**src/hdl/sleep_reset_pkg.sv**
```systemverilog
// shared constants for the sleep and reset controller
package sleep_reset_pkg;

  // register offsets on the i/o register port
  localparam logic [5:0] OFS_POWER_REDUCTION = 6'h35;
  localparam logic [5:0] OFS_SLEEP_MODE = 6'h3a;
  localparam logic [5:0] OFS_SUPPLY_MON = 6'h34;
  localparam logic [5:0] OFS_RESET_CAUSE = 6'h3b;

  // reset values
  localparam logic [7:0] RST_POWER_REDUCTION = 8'h00;
  localparam logic [7:0] RST_SLEEP_MODE = 8'h00;
  localparam logic [7:0] RST_SUPPLY_MON = 8'h00;
  localparam logic [3:0] RST_RESET_CAUSE = 4'h1;

  // sleep_mode_ctrl fields
  localparam int SLEEP_ARM_BIT = 0;
  localparam int MODE_LSB = 1;
  localparam int MODE_MSB = 3;
  localparam logic [7:0] SLEEP_MODE_MASK = 8'h0f;

  // power_reduction_ctrl fields
  localparam int TIMER_STOP_BIT = 0;
  localparam int CONVERTER_STOP_BIT = 1;
  localparam logic [7:0] POWER_REDUCTION_MASK = 8'h03;

  // supply_monitor_ctrl_status fields
  localparam int LEVEL_LSB = 0;
  localparam int LEVEL_MSB = 2;
  localparam int IRQ_EN_BIT = 3;
  localparam int RST_EN_BIT = 4;
  localparam int LOW_FLAG_BIT = 7;
  localparam logic [7:0] SUPPLY_WR_MASK = 8'h1f;

  // reset cause fields
  localparam int CAUSE_POR_BIT = 0;
  localparam int CAUSE_EXT_BIT = 1;
  localparam int CAUSE_SUPPLY_BIT = 2;
  localparam int CAUSE_WDT_BIT = 3;

  // sleep mode codes
  localparam logic [2:0] MODE_IDLE = 3'h0;
  localparam logic [2:0] MODE_CONV_NR = 3'h1;
  localparam logic [2:0] MODE_POWER_DOWN = 3'h2;
  localparam logic [2:0] MODE_STANDBY = 3'h4;

  // timing
  localparam int CLK_PERIOD_NS = 20;
  localparam int STARTUP_DELAY_NS = 64000;
  localparam int STARTUP_DELAY_CYCLES = (STARTUP_DELAY_NS + CLK_PERIOD_NS - 1) / CLK_PERIOD_NS;
  localparam int OSC_START_NS = 1000;
  localparam int OSC_START_CYCLES = (OSC_START_NS + CLK_PERIOD_NS - 1) / CLK_PERIOD_NS;
  localparam int WAKE_HALT_CYCLES = 4;
  localparam int WAKE_CNT_W = 8;

  // sleep sequencer states
  typedef enum logic [1:0] {ST_ACTIVE, ST_SLEEP, ST_WAKE} sleep_state_t;

endpackage

```
**src/hdl/sleep_and_reset_control.sv**
```systemverilog
// sleep mode sequencer, peripheral clock stops and reset source combiner
// What this block does
// - mode field bits 3:1 picks sleep mode
// - sleep instruction sleeps only when armed
// - converter stop bit gates converter clock
// - stopped converter blocks comparator input mux
// - timer stop bit freezes timer, resumes intact
// - any reset forces sleep and clock stop registers to initial values
// - port pins reset asynchronously on power-on or external pin, no clock
// - delay counter stretches reset after sources
// - power-on asserts reset at once, launches delay
// - external pin resets ports without clock, then delay
// - disable fuse makes external pin ignored
// - watchdog expiry resets only in reset mode
// - watchdog reset pulse one cycle, starts delay
// - low-supply flag set when below level
// - enabled flag raises low-supply interrupt
// - flag clears by write, level change, recovery
// - low supply gives interrupt or reset
// - supply reset held while low, then startup
// - supply cause flag set while supply reset held
// - wake halts core four cycles past startup
// - stopped peripheral frozen, registers inaccessible
// - power-down gates all generated clocks
// - standby as power-down but oscillator runs
//
// Chosen here: the plain strobed port.
module sleep_and_reset_control #(
  parameter int unsigned STARTUP_CYCLES = sleep_reset_pkg::STARTUP_DELAY_CYCLES
) (
  input wire logic sys_clk,
  input wire logic nrst,
  input wire logic ext_reset_pin_n,
  input wire logic external_reset_disable_fuse,
  input wire logic supply_below_level,
  input wire logic wdt_timeout,
  input wire logic wdt_reset_mode,
  input wire logic sleep_instr,
  input wire logic wake_event,
  input wire logic [5:0] reg_addr,
  input wire logic [7:0] reg_wdata,
  input wire logic reg_wr,
  input wire logic reg_rd,
  output logic [7:0] reg_rdata,
  output logic core_reset,
  output logic io_port_reset,
  output logic cpu_clk_en,
  output logic io_clk_en,
  output logic timer_clk_en,
  output logic adc_clk_en,
  output logic osc_en,
  output logic comparator_mux_allowed,
  output logic adc_reg_access_en,
  output logic timer_reg_access_en,
  output logic [2:0] supply_trigger_level,
  output logic supply_low_irq
);

  // synchroniser lanes
  localparam int SY_EXT = 0;
  localparam int SY_SUPPLY = 1;
  localparam int SY_FUSE = 2;
  localparam logic [2:0] SYNC_RST = 3'h1;

  typedef struct packed {
    logic [2:0] sync1;
    logic [2:0] sync2;
    logic supply_prev;
    logic wdt_prev;
    logic wdt_pulse;
    logic [7:0] sleep_mode_ctrl;
    logic [7:0] power_reduction_ctrl;
    logic [7:0] supply_monitor_ctrl_status;
    logic [3:0] reset_cause;
    logic [7:0] rdata;
    sleep_reset_pkg::sleep_state_t state;
    logic [2:0] active_mode;
    logic [sleep_reset_pkg::WAKE_CNT_W-1:0] wake_cnt;
  } ctrl_state_t;

  ctrl_state_t st_r;
  ctrl_state_t st_nxt;

  logic startup_done;
  logic ext_active;
  logic supply_below;
  logic supply_rst;
  logic any_src;
  logic supply_low_flag;
  logic [2:0] sleep_mode_select;
  logic [2:0] clk_on;

  // a sleep request with any unlisted code is dropped
  function automatic logic mode_valid(input logic [2:0] m);
    return (m == sleep_reset_pkg::MODE_IDLE) || (m == sleep_reset_pkg::MODE_CONV_NR) ||
      (m == sleep_reset_pkg::MODE_POWER_DOWN) || (m == sleep_reset_pkg::MODE_STANDBY);
  endfunction

  // clocks per mode as {osc, converter, io}; cpu handled apart
  function automatic logic [2:0] mode_clocks(input logic [2:0] m);
    case (m)
      sleep_reset_pkg::MODE_IDLE: mode_clocks = 3'h7;
      sleep_reset_pkg::MODE_CONV_NR: mode_clocks = 3'h6;
      sleep_reset_pkg::MODE_STANDBY: mode_clocks = 3'h4;
      default: mode_clocks = 3'h0;
    endcase
  endfunction

  // decoded sources, pin, fuse and supply taken from the second synchroniser stage
  assign ext_active = !st_r.sync2[SY_EXT] && !st_r.sync2[SY_FUSE];
  assign supply_below = st_r.sync2[SY_SUPPLY];
  assign supply_rst = supply_below &&
    st_r.supply_monitor_ctrl_status[sleep_reset_pkg::RST_EN_BIT];
  assign any_src = ext_active || supply_rst || st_r.wdt_pulse;
  assign supply_low_flag = st_r.supply_monitor_ctrl_status[sleep_reset_pkg::LOW_FLAG_BIT];
  assign sleep_mode_select =
    st_r.sleep_mode_ctrl[sleep_reset_pkg::MODE_MSB:sleep_reset_pkg::MODE_LSB];

  // reset stretch: restarts while a source holds, runs after all go away
  startup_delay_counter #(
    .CYCLES(STARTUP_CYCLES)
  ) u_startup (
    .sys_clk(sys_clk),
    .nrst(nrst),
    .hold(any_src),
    .expired(startup_done)
  );

  // next-state logic for registers, flags and sleep sequencer
  always_comb begin
    st_nxt = st_r;
    st_nxt.sync1 = {external_reset_disable_fuse, supply_below_level, ext_reset_pin_n};
    st_nxt.sync2 = st_r.sync1;
    st_nxt.supply_prev = supply_below;
    st_nxt.wdt_prev = wdt_timeout;
    // one-cycle pulse per expiry, only in system reset mode
    st_nxt.wdt_pulse = wdt_timeout && !st_r.wdt_prev && wdt_reset_mode;
    st_nxt.rdata = 8'h00;

    // reset cause bits: software writes zero, hardware set wins
    if (reg_wr && reg_addr == sleep_reset_pkg::OFS_RESET_CAUSE) begin
      st_nxt.reset_cause = st_r.reset_cause & reg_wdata[3:0];
    end
    if (ext_active) begin
      st_nxt.reset_cause[sleep_reset_pkg::CAUSE_EXT_BIT] = 1'b1;
    end
    if (supply_rst) begin
      st_nxt.reset_cause[sleep_reset_pkg::CAUSE_SUPPLY_BIT] = 1'b1;
    end
    if (st_r.wdt_pulse) begin
      st_nxt.reset_cause[sleep_reset_pkg::CAUSE_WDT_BIT] = 1'b1;
    end

    // supply monitor control; kept through non-power-on resets so a
    // supply reset cannot wipe out its own enable
    if (reg_wr && reg_addr == sleep_reset_pkg::OFS_SUPPLY_MON) begin
      st_nxt.supply_monitor_ctrl_status[4:0] = reg_wdata[4:0] &
        sleep_reset_pkg::SUPPLY_WR_MASK[4:0];
      if (!reg_wdata[sleep_reset_pkg::LOW_FLAG_BIT] ||
          reg_wdata[2:0] != st_r.supply_monitor_ctrl_status[2:0]) begin
        st_nxt.supply_monitor_ctrl_status[sleep_reset_pkg::LOW_FLAG_BIT] = 1'b0;
      end
    end
    if (!supply_below) begin
      st_nxt.supply_monitor_ctrl_status[sleep_reset_pkg::LOW_FLAG_BIT] = 1'b0;
    end else if (!st_r.supply_prev) begin
      // fresh drop sets the flag even against a clearing write
      st_nxt.supply_monitor_ctrl_status[sleep_reset_pkg::LOW_FLAG_BIT] = 1'b1;
    end

    // register reads, answer one cycle later
    if (reg_rd) begin
      case (reg_addr)
        sleep_reset_pkg::OFS_SLEEP_MODE: st_nxt.rdata = st_r.sleep_mode_ctrl;
        sleep_reset_pkg::OFS_POWER_REDUCTION: st_nxt.rdata = st_r.power_reduction_ctrl;
        sleep_reset_pkg::OFS_SUPPLY_MON: st_nxt.rdata = st_r.supply_monitor_ctrl_status;
        sleep_reset_pkg::OFS_RESET_CAUSE: st_nxt.rdata = {4'h0, st_r.reset_cause};
        default: st_nxt.rdata = 8'h00;
      endcase
    end

    // control register writes
    if (reg_wr && reg_addr == sleep_reset_pkg::OFS_SLEEP_MODE) begin
      st_nxt.sleep_mode_ctrl = reg_wdata & sleep_reset_pkg::SLEEP_MODE_MASK;
    end
    if (reg_wr && reg_addr == sleep_reset_pkg::OFS_POWER_REDUCTION) begin
      st_nxt.power_reduction_ctrl = reg_wdata & sleep_reset_pkg::POWER_REDUCTION_MASK;
    end

    // sleep sequencer
    case (st_r.state)
      sleep_reset_pkg::ST_ACTIVE: begin
        if (sleep_instr && st_r.sleep_mode_ctrl[sleep_reset_pkg::SLEEP_ARM_BIT] &&
            mode_valid(sleep_mode_select)) begin
          st_nxt.state = sleep_reset_pkg::ST_SLEEP;
          st_nxt.active_mode = sleep_mode_select;
        end
      end
      sleep_reset_pkg::ST_SLEEP: begin
        if (wake_event) begin
          st_nxt.state = sleep_reset_pkg::ST_WAKE;
          // oscillator restart only when it was stopped
          if (st_r.active_mode == sleep_reset_pkg::MODE_POWER_DOWN) begin
            st_nxt.wake_cnt = sleep_reset_pkg::WAKE_CNT_W'(sleep_reset_pkg::OSC_START_CYCLES +
              sleep_reset_pkg::WAKE_HALT_CYCLES - 1);
          end else begin
            st_nxt.wake_cnt =
              sleep_reset_pkg::WAKE_CNT_W'(sleep_reset_pkg::WAKE_HALT_CYCLES - 1);
          end
        end
      end
      sleep_reset_pkg::ST_WAKE: begin
        if (st_r.wake_cnt == '0) begin
          st_nxt.state = sleep_reset_pkg::ST_ACTIVE;
        end else begin
          st_nxt.wake_cnt = st_r.wake_cnt - sleep_reset_pkg::WAKE_CNT_W'(1);
        end
      end
      default: st_nxt.state = sleep_reset_pkg::ST_ACTIVE;
    endcase

    // any reset in force puts sleep and power-reduction state back to initial values
    if (any_src || !startup_done) begin
      st_nxt.sleep_mode_ctrl = sleep_reset_pkg::RST_SLEEP_MODE;
      st_nxt.power_reduction_ctrl = sleep_reset_pkg::RST_POWER_REDUCTION;
      st_nxt.state = sleep_reset_pkg::ST_ACTIVE;
      st_nxt.active_mode = sleep_reset_pkg::MODE_IDLE;
      st_nxt.wake_cnt = '0;
    end
  end

  // power-on detect clears everything at once and marks the cause
  always_ff @(posedge sys_clk or negedge nrst) begin
    if (!nrst) begin
      st_r <= '0;
      st_r.sync1 <= SYNC_RST;
      st_r.sync2 <= SYNC_RST;
      st_r.sleep_mode_ctrl <= sleep_reset_pkg::RST_SLEEP_MODE;
      st_r.power_reduction_ctrl <= sleep_reset_pkg::RST_POWER_REDUCTION;
      st_r.supply_monitor_ctrl_status <= sleep_reset_pkg::RST_SUPPLY_MON;
      st_r.reset_cause <= sleep_reset_pkg::RST_RESET_CAUSE;
      st_r.state <= sleep_reset_pkg::ST_ACTIVE;
    end else begin
      st_r <= st_nxt;
    end
  end

  // core held until the delay runs out; nrst drops it with no clock
  assign core_reset = !startup_done;

  // ports need no clock; raw pin used on purpose, a synchroniser
  // would need the very clock that may be stopped
  assign io_port_reset = !nrst || (!ext_reset_pin_n && !external_reset_disable_fuse) ||
    core_reset;

  // clock enables per sleep state
  always_comb begin
    if (st_r.state == sleep_reset_pkg::ST_SLEEP) begin
      clk_on = mode_clocks(st_r.active_mode);
    end else begin
      clk_on = 3'h7;
    end
  end

  assign cpu_clk_en = (st_r.state == sleep_reset_pkg::ST_ACTIVE) && !core_reset;
  assign io_clk_en = clk_on[0];
  assign osc_en = clk_on[2];
  // gating the clock keeps timer state intact across the stop
  assign timer_clk_en = clk_on[0] &&
    !st_r.power_reduction_ctrl[sleep_reset_pkg::TIMER_STOP_BIT];
  assign adc_clk_en = clk_on[1] &&
    !st_r.power_reduction_ctrl[sleep_reset_pkg::CONVERTER_STOP_BIT];
  assign comparator_mux_allowed =
    !st_r.power_reduction_ctrl[sleep_reset_pkg::CONVERTER_STOP_BIT];
  assign adc_reg_access_en =
    !st_r.power_reduction_ctrl[sleep_reset_pkg::CONVERTER_STOP_BIT];
  assign timer_reg_access_en =
    !st_r.power_reduction_ctrl[sleep_reset_pkg::TIMER_STOP_BIT];
  assign supply_trigger_level =
    st_r.supply_monitor_ctrl_status[sleep_reset_pkg::LEVEL_MSB:sleep_reset_pkg::LEVEL_LSB];
  // in reset configuration low supply resets instead of interrupting
  assign supply_low_irq = supply_low_flag &&
    st_r.supply_monitor_ctrl_status[sleep_reset_pkg::IRQ_EN_BIT] &&
    !st_r.supply_monitor_ctrl_status[sleep_reset_pkg::RST_EN_BIT];
  assign reg_rdata = st_r.rdata;

  // checks on the sequencer, clock stops, watchdog pulse, reset stretch and low-supply flag
  AST_RESERVED_NOP: assert property (@(posedge sys_clk) disable iff (!nrst)
    (st_r.state == sleep_reset_pkg::ST_ACTIVE && sleep_instr && !mode_valid(sleep_mode_select))
    |=> st_r.state == sleep_reset_pkg::ST_ACTIVE)
    else $error("sleep entered on reserved mode code");

  AST_ARM_NEEDED: assert property (@(posedge sys_clk) disable iff (!nrst)
    (st_r.state == sleep_reset_pkg::ST_ACTIVE &&
     !st_r.sleep_mode_ctrl[sleep_reset_pkg::SLEEP_ARM_BIT])
    |=> st_r.state != sleep_reset_pkg::ST_SLEEP)
    else $error("sleep entered without arm bit");

  AST_WAKE_HALT: assert property (@(posedge sys_clk) disable iff (!nrst || any_src)
    (st_r.state == sleep_reset_pkg::ST_SLEEP && wake_event &&
     st_r.active_mode == sleep_reset_pkg::MODE_IDLE && startup_done)
    |=> (!cpu_clk_en) [*4] ##1 cpu_clk_en)
    else $error("wake halt not four cycles");

  AST_POWER_DOWN_GATED: assert property (@(posedge sys_clk) disable iff (!nrst)
    (st_r.state == sleep_reset_pkg::ST_SLEEP &&
     st_r.active_mode == sleep_reset_pkg::MODE_POWER_DOWN)
    |-> !osc_en && !io_clk_en && !adc_clk_en && !cpu_clk_en)
    else $error("clock running in power-down");

  AST_CONVERTER_STOP: assert property (@(posedge sys_clk) disable iff (!nrst)
    $rose(st_r.power_reduction_ctrl[sleep_reset_pkg::CONVERTER_STOP_BIT])
    |-> !adc_clk_en && !comparator_mux_allowed && !adc_reg_access_en)
    else $error("converter still clocked after stop");

  AST_TIMER_STOP: assert property (@(posedge sys_clk) disable iff (!nrst)
    (reg_wr && reg_addr == sleep_reset_pkg::OFS_POWER_REDUCTION &&
     reg_wdata[sleep_reset_pkg::TIMER_STOP_BIT] && !any_src && startup_done)
    |=> !timer_clk_en && !timer_reg_access_en)
    else $error("timer clock not stopped");

  AST_WDT_PULSE: assert property (@(posedge sys_clk) disable iff (!nrst)
    st_r.wdt_pulse |=> !st_r.wdt_pulse ##0 core_reset)
    else $error("watchdog pulse wrong");

  AST_WDT_MODE: assert property (@(posedge sys_clk) disable iff (!nrst)
    (wdt_timeout && !wdt_reset_mode) |=> !st_r.wdt_pulse)
    else $error("watchdog reset outside reset mode");

  AST_RESET_STRETCH: assert property (@(posedge sys_clk) disable iff (!nrst)
    (any_src ##1 !any_src) |-> core_reset [*2])
    else $error("internal reset not stretched");

  AST_FLAG_CLEAR: assert property (@(posedge sys_clk) disable iff (!nrst)
    !supply_below |=> !supply_low_flag)
    else $error("low-supply flag kept after recovery");

  // a fresh drop with the interrupt configured must reach the request line
  AST_IRQ: assert property (@(posedge sys_clk) disable iff (!nrst)
    (supply_below && !$past(supply_below) && !reg_wr &&
     st_r.supply_monitor_ctrl_status[sleep_reset_pkg::IRQ_EN_BIT] &&
     !st_r.supply_monitor_ctrl_status[sleep_reset_pkg::RST_EN_BIT])
    |=> supply_low_irq)
    else $error("low supply drop raised no interrupt");

endmodule

```
**src/hdl/startup_delay_counter.sv**
```systemverilog
// start-up delay counter that stretches the internal reset
module startup_delay_counter #(
  parameter int unsigned CYCLES = 3200,
  parameter int W = $clog2(CYCLES + 1)
) (
  input wire logic sys_clk,
  input wire logic nrst,
  input wire logic hold,
  output logic expired
);

  typedef struct packed {
    logic [W-1:0] count;
    logic done;
  } cnt_state_t;

  cnt_state_t st_r;
  cnt_state_t st_nxt;

  // restart from zero while any source holds, count up once all are gone
  always_comb begin
    st_nxt = st_r;
    if (hold) begin
      st_nxt.count = '0;
      st_nxt.done = 1'b0;
    end else if (!st_r.done) begin
      if (st_r.count == W'(CYCLES - 1)) begin
        st_nxt.done = 1'b1;
      end else begin
        st_nxt.count = st_r.count + W'(1);
      end
    end
  end

  // power-on drops the done bit at once, no clock needed
  always_ff @(posedge sys_clk or negedge nrst) begin
    if (!nrst) begin
      st_r <= '0;
    end else begin
      st_r <= st_nxt;
    end
  end

  assign expired = st_r.done;

endmodule

```
**config.mk**
```make
export PLATFORM = sky130hd
export DESIGN_NAME = sleep_and_reset_control
export DESIGN_NICKNAME = d
export VERILOG_FILES = /design/src/hdl/sleep_reset_pkg.sv /design/src/hdl/sleep_and_reset_control.sv /design/src/hdl/startup_delay_counter.sv
export SDC_FILE = /design/constraint.sdc
export NUM_CORES = 1
export LEC_CHECK = 0
export ABC_AREA = 1
export BUFFER_PORTS_ARGS = -buffer_cell sky130_fd_sc_hd__buf_2
export CORE_MARGIN = 2
export CORE_UTILIZATION = 50
export CTS_BUF_LIST = sky130_fd_sc_hd__clkbuf_8 sky130_fd_sc_hd__clkbuf_16
export CTS_CLUSTER_DIAMETER = 50
export CTS_CLUSTER_SIZE = 8
export DETAILED_ROUTE_END_ITERATION = 6
export HOLD_SLACK_MARGIN = 0.06
export PLACE_DENSITY_LB_ADDON = 0.05
export RECOVER_POWER = 25
export SETUP_SLACK_MARGIN = 0.5
export SYNTH_ARGS = -nofsm -noshare
export SYNTH_HDL_FRONTEND = slang
export SYNTH_HIERARCHICAL = 1
export SYNTH_SLANG_ARGS = --single-unit
```
**constraint.sdc**
```tcl
create_clock -name sys_clk -period 3.4 [get_ports sys_clk]
set_clock_uncertainty 0.2 [all_clocks]
set_input_delay 0.51 -clock sys_clk [delete_from_list [all_inputs] [get_ports sys_clk]]
set_output_delay 0.51 -clock sys_clk [all_outputs]
set_load 0.005 [all_outputs]
```
Yosys cells after proc, flatten, opt, wreduce, memory -nomap -nowiden. Cells that the tools add are included.

Bits in registers: 69. Input port bits: 25. Output and inout port bits: 22. Word-level logic and storage cells: 126.

Add/sub/neg operators: 2. Equal/unequal tests: 22. Mux-type cells: 29. Bitwise operators: 1. Reductions and logical operators: 53.

Operators by type and width (count): $mux W8 (5); $mux W13 (3); $pmux W8 S4 (1); $eq A6 B6 Y1 const B (4); $logic_and A1 B1 Y1 (16); $mux W16 (1); $pmux W8 S2 (1); $reduce_bool A2 Y1 (7); $add A12 B1 Y12 const B (1); $eq A12 B12 Y1 const B (1); $mux W12 (1); $ne A3 B3 Y1 const B (4); $logic_not A1 Y1 (11); $logic_or A1 B1 Y1 (9); $pmux W3 S3 (1); $logic_not A8 Y1 (1); $mux W1 (8); $sub A8 B1 Y8 const B (1); $eq A3 B1 Y1 const B (2); $eq A3 B2 Y1 const B (2); $eq A3 B3 Y1 const B (2); $logic_not A3 Y1 (2); $mux W3 (2); $mux W6 (1); 14 further kinds (20).

Logic depth before layout (Yosys ltp).
Depth after elaboration: 8. Depth in mapped cells: 10.

By module. Netlist, hierarchy kept.

By module, submodules not included: sleep_and_reset_control (instances 1, cells each 293, area an instance 2329.7 sq um, sequential area each 1104.8 sq um); startup_delay_counter (instances 1, cells each 121, area an instance 815.8 sq um, sequential area each 325.3 sq um).

Worst setup path after synthesis. OpenSTA, ideal clock, no wires.

Path type: flip-flop to flip-flop. From: register st_r[52] (netlist name). To: register u_startup/st_r[1] (netlist name). Arrival: 1.464 ns. Data required time: 3.135 ns. Path slack: 1.672 ns. Cell stages (with the launch flop): 10. Period minus slack after synthesis: 1.728 ns. Cell sequence: dfstp_2 > inv_1 > nand2_1 > nand3_1 > inv_1 > clkbuf_1 > nand2_1 > nor2_1 > nand2_1 > nand2_1.

Cells in the longest elaborated chain, start to end: 6.

RTL lines: from (decl) (line sleep_and_reset_control.sv:81) `ctrl_state_t st_r;`; from (signal assigned) (line sleep_and_reset_control.sv:244) `st_r <= st_nxt;`; $logic_not A1 Y1 * (line sleep_and_reset_control.sv:110) `assign ext_active = !st_r.sync2[SY_EXT] && !st_r.sync2[SY_FUSE];`; $logic_and A1 B1 Y1 * (line sleep_and_reset_control.sv:110); $logic_or A1 B1 Y1 * (2 in series) (line sleep_and_reset_control.sv:114) `assign any_src = ext_active || supply_rst || st_r.wdt_pulse;`; net any_src (line sleep_and_reset_control.sv:88) `logic any_src;`; $ne A2 B2 Y1 (no line); $reduce_and A2 Y1 (no line); to (signal assigned) (line startup_delay_counter.sv:40) `st_r <= st_nxt;`; to (decl) (line startup_delay_counter.sv:17) `cnt_state_t st_r;`.

The timed path passes the listed nets; every way through them passes the cells marked *. A chain may end at the register's enable or synchronous reset.

Final worst setup path.
From: register st_r[12] (netlist name). To: output port osc_en.

Cells in the longest elaborated chain, start to end: 2.

RTL lines: $eq A2 B1 Y1 (line sleep_and_reset_control.sv:258) `if (st_r.state == sleep_reset_pkg::ST_SLEEP) begin`; $mux W3 (line sleep_and_reset_control.sv:258); to (decl) (line sleep_and_reset_control.sv:51) `output logic osc_en,`.

Every way passes these cells.

==> key figures <==
Run status
  – Status: complete, no violations

Critical path
  – Worst reg2reg startpoint: st_r[52]$_DFF_PN1_
  – Register-to-register setup slack: 1580 ps
  – Worst setup EP type: primary output
  – Crit path launch type: flop
  – Setup CP Type: flop to primary output
  – Worst Path Arrival: 1510 ps
  – Worst endpoint required time: 2690 ps
  – Crit path max fanout: 3
  – Path depth of the worst reg2reg path: 8
  – Worst flop-to-flop path endpoint: u_startup/st_r[6]$_DFFE_PN0P_

Placement
  – DP HPWL: 4850 um
  – Port bufs: 42
  – GP Congestion: 0.877

Global routing
  – Largest net degree at the start of global routing: 58
  – Total GRT Usage: 20.9%
  – GRT Residual Overflow: 0
  – Initial antenna violation count: 0
  – First-pass GRT wire length: 11600 um
  – Vias in the first global route: 2573

Logic synthesis
  – Area contributors post-synth: dfrtp_1 (43%), nand2_1 (14%), inv_1 (6.4%), nor2_1 (5.7%), nand3_1 (4.6%)
  – Mean Syn Cell Area: 7.60 um^2
  – Syn Std Cell Area: 3150 um^2
  – Post-Synth XOR/XNOR Area: 1.39%
  – Post-synth top area share: 43.0%
  – Fraction of the mapped netlist area in compound gates: 7.52%
  – Syn Inst Count: 414
  – Register area share after synthesis: 45.5%
  – Area share of and/or/nand/nor cells after synthesis: 33.7%
  – Synth Warn #: 6
  – Largest area contributor in the netlist: dfrtp_1
  – Yosys reg bits: 57
  – Netlist cell types: 37
  – Largest family of logic cells by synthesized area: simple AND/OR/NAND/NOR gates
  – Adder-Cell Fraction of Synth Area: 1.19%
  – Mux cell area share after synthesis: 0%

Final layout
  – N_diodes: 0
  – Layout cell share with drive strength beyond 1: 17.8%
  – Commonest non-fill, non-tap cell in the layout: nand2_1
  – Area grow syn2layout: 14.0%
  – Most frequent cells in the layout: nand2_1 (118), inv_1 (55), dfrtp_1 (54), nor2_1 (48), buf_2 (40)
  – Layout Nets: 483

Routing
  – Metal2 WL: 2900 um
  – DR WL met3: 390 um
  – DR vias: 2697
  – DRT iter0 DRCs: 193
  – WL per Instance: 12.4 um
  – Top layer in use: met4
  – Vias per inst: 5.04
  – Final wirelength: 6650 um
  – Routed Antenna Nets: 0
  – DRC: 0
  – Wl on met1: 3230 um
  – Drt first pass iters: 4

Hold path
  – WHS Path Cells: 1
  – Min-delay src: ext_reset_pin_n
  – Hold endpoint: st_nxt[52]$_DFF_PN1_
  – Worst hold path class: primary input to flop

CTS
  – CTS Root Cell: clkbuf_8
  – Resize count post-CTS: 0
  – Clock buffer count from CTS: 9
  – CTS clk-pin slew, worst paths: 60 ps
  – CTS max path bufs: 2
  – CTS tree: yes
  – Clock Sinks: 57
  – H-tree depth: 3
  – Worst skew pair latency: 350 ps

STA
  – Actual slew at the worst max-slew pin: 1380 ps
  – Relative max-transition margin: 7.68%
  – Crit path time final: 2220 ps
  – Max-slew violation count: 0
  – Fmax achieved: 450 MHz
  – RSZ-0062 raised after global routing: no
  – Final hold vios: 0
  – Final setup violation count: 0
  – Worst hold slack: 53.9 ps
  – Final TNS setup: 0 ps
  – Final period util: 65.4%

Floorplanning
  – Die W: 83.3 um
  – Core ar.: 5990 um^2
  – Chip height: 83.3 um
  – IO Count: 47
  – Row count: 28
  – Initial Util: 52.5%
  – Die area: 6940 um^2

Pwr
  – Power density over cell area: 420 nW/um^2
  – Pwr Total: 1.51 mW
  – VDD IR max: 0.282 mV
  – Lkg Pwr: 1.83 nW

Job
  – Max-cap violations: 0
## how the worst max path moves through the flow
| stage | start | end | slack [ps] | depth (start not counted) |
|---|---|---|---|---|
| finish | st_r[12]$_DFFE_PN0P_ | osc_en | 1180 | 5 |
| global route | st_r[12]$_DFFE_PN0P_ | osc_en | 1030 | 5 |
| CTS | st_r[12]$_DFFE_PN0P_ | osc_en | 1160 | 5 |
| detailed placement | reg_addr[1] | st_r[32]$_DFFE_PN0P_ | 1530 | 7 |
| global placement | reg_addr[1] | st_r[32]$_DFFE_PN0P_ | 1530 | 7 |
| floorplan | st_r[52]$_DFF_PN1_ | u_startup/st_r[1]$_DFFE_PN0P_ | 1670 | 9 |
## what timing repair did
item,CTS,global route
setup buffers,0,0
hold buffers,1,0
hold endpoints to repair,1,0
## routing by layer
layer  vias to the layer above  GRT usage [%]
met3                        11           3.68
met1                      1226           28.8
li1                       1388              -
met2                        72           31.7
met4                         0           10.6
met5                         -              0
## cells by family (layout without fill, tap and decap cells)
kind of cell	count (synthesis)	after routing
buffers and inverters	76	121
flip-flops	57	57
XOR/XNOR	5	5
AO/OA/AOI/OAI	43	43
adder cells (fa/ha/maj)	3	3
AND/OR/NAND/NOR	229	229
other	1	2
## flip-flops by register name, indices dropped and copies added (netlist names)
| register | flops |
|---|---|
| st_r | 28 |
| u_startup/st_r | 12 |
| reg_rdata | 6 |
| st_nxt | 4 |
| sleep_mode_select | 3 |
| supply_trigger_level | 3 |
| u_startup/expired | 1 |
## worst max-delay path: stages (launching register included)
cell and delay [ps]:
dfrtp_1 420, inv_2 130, nand2_1 150, a21oi_1 230, o21ai_0 110, buf_2 130
## per-stage QoR
stage,instance area (um^2),cells,setup slack (ps),utilization [%]
floorplan,3150,415,1670,-
global placement,3360,518,1530,56.1
detailed placement,3360,518,1530,56.1
CTS,3590,535,1160,59.9
global route,3580,535,1030,59.8
finish,3580,535,1180,59.8
## power breakdown
group | switching (mW) | total (mW) | internal, mW
clock | 0.282 | 0.711 | 0.428
sequential | 0.0136 | 0.710 | 0.697
combinational | 0.0564 | 0.0854 | 0.0290
total | 0.353 | 1.51 | 1.15
## Yosys cell counts, drive strengths merged
master,count
nand4,14
a211oi,3
o21a,1
conb,1
nand3b,1
a21boi,1
xnor2,3
xor2,2
dfstp,3
inv,60
nand3,31
a21oi,7
nor2,54
ha,3
nor3,5
clkinv,1
o211ai,2
clkbuf,1
o21ai,29
buf,14
nor3b,1
nand2,123
dfrtp,54
## cell type report
cell class	instances	area, um^2
Fill cell	541	2410
Tap cell	75	93.8
Multi-Input combinational cell	282	1380
Clock buffer	10	138
Clock inverter	6	83.8
Timing Repair Buffer	44	223
Inverter	61	233
Sequential cell	57	1430
Power figures use the tool's default switching activity.
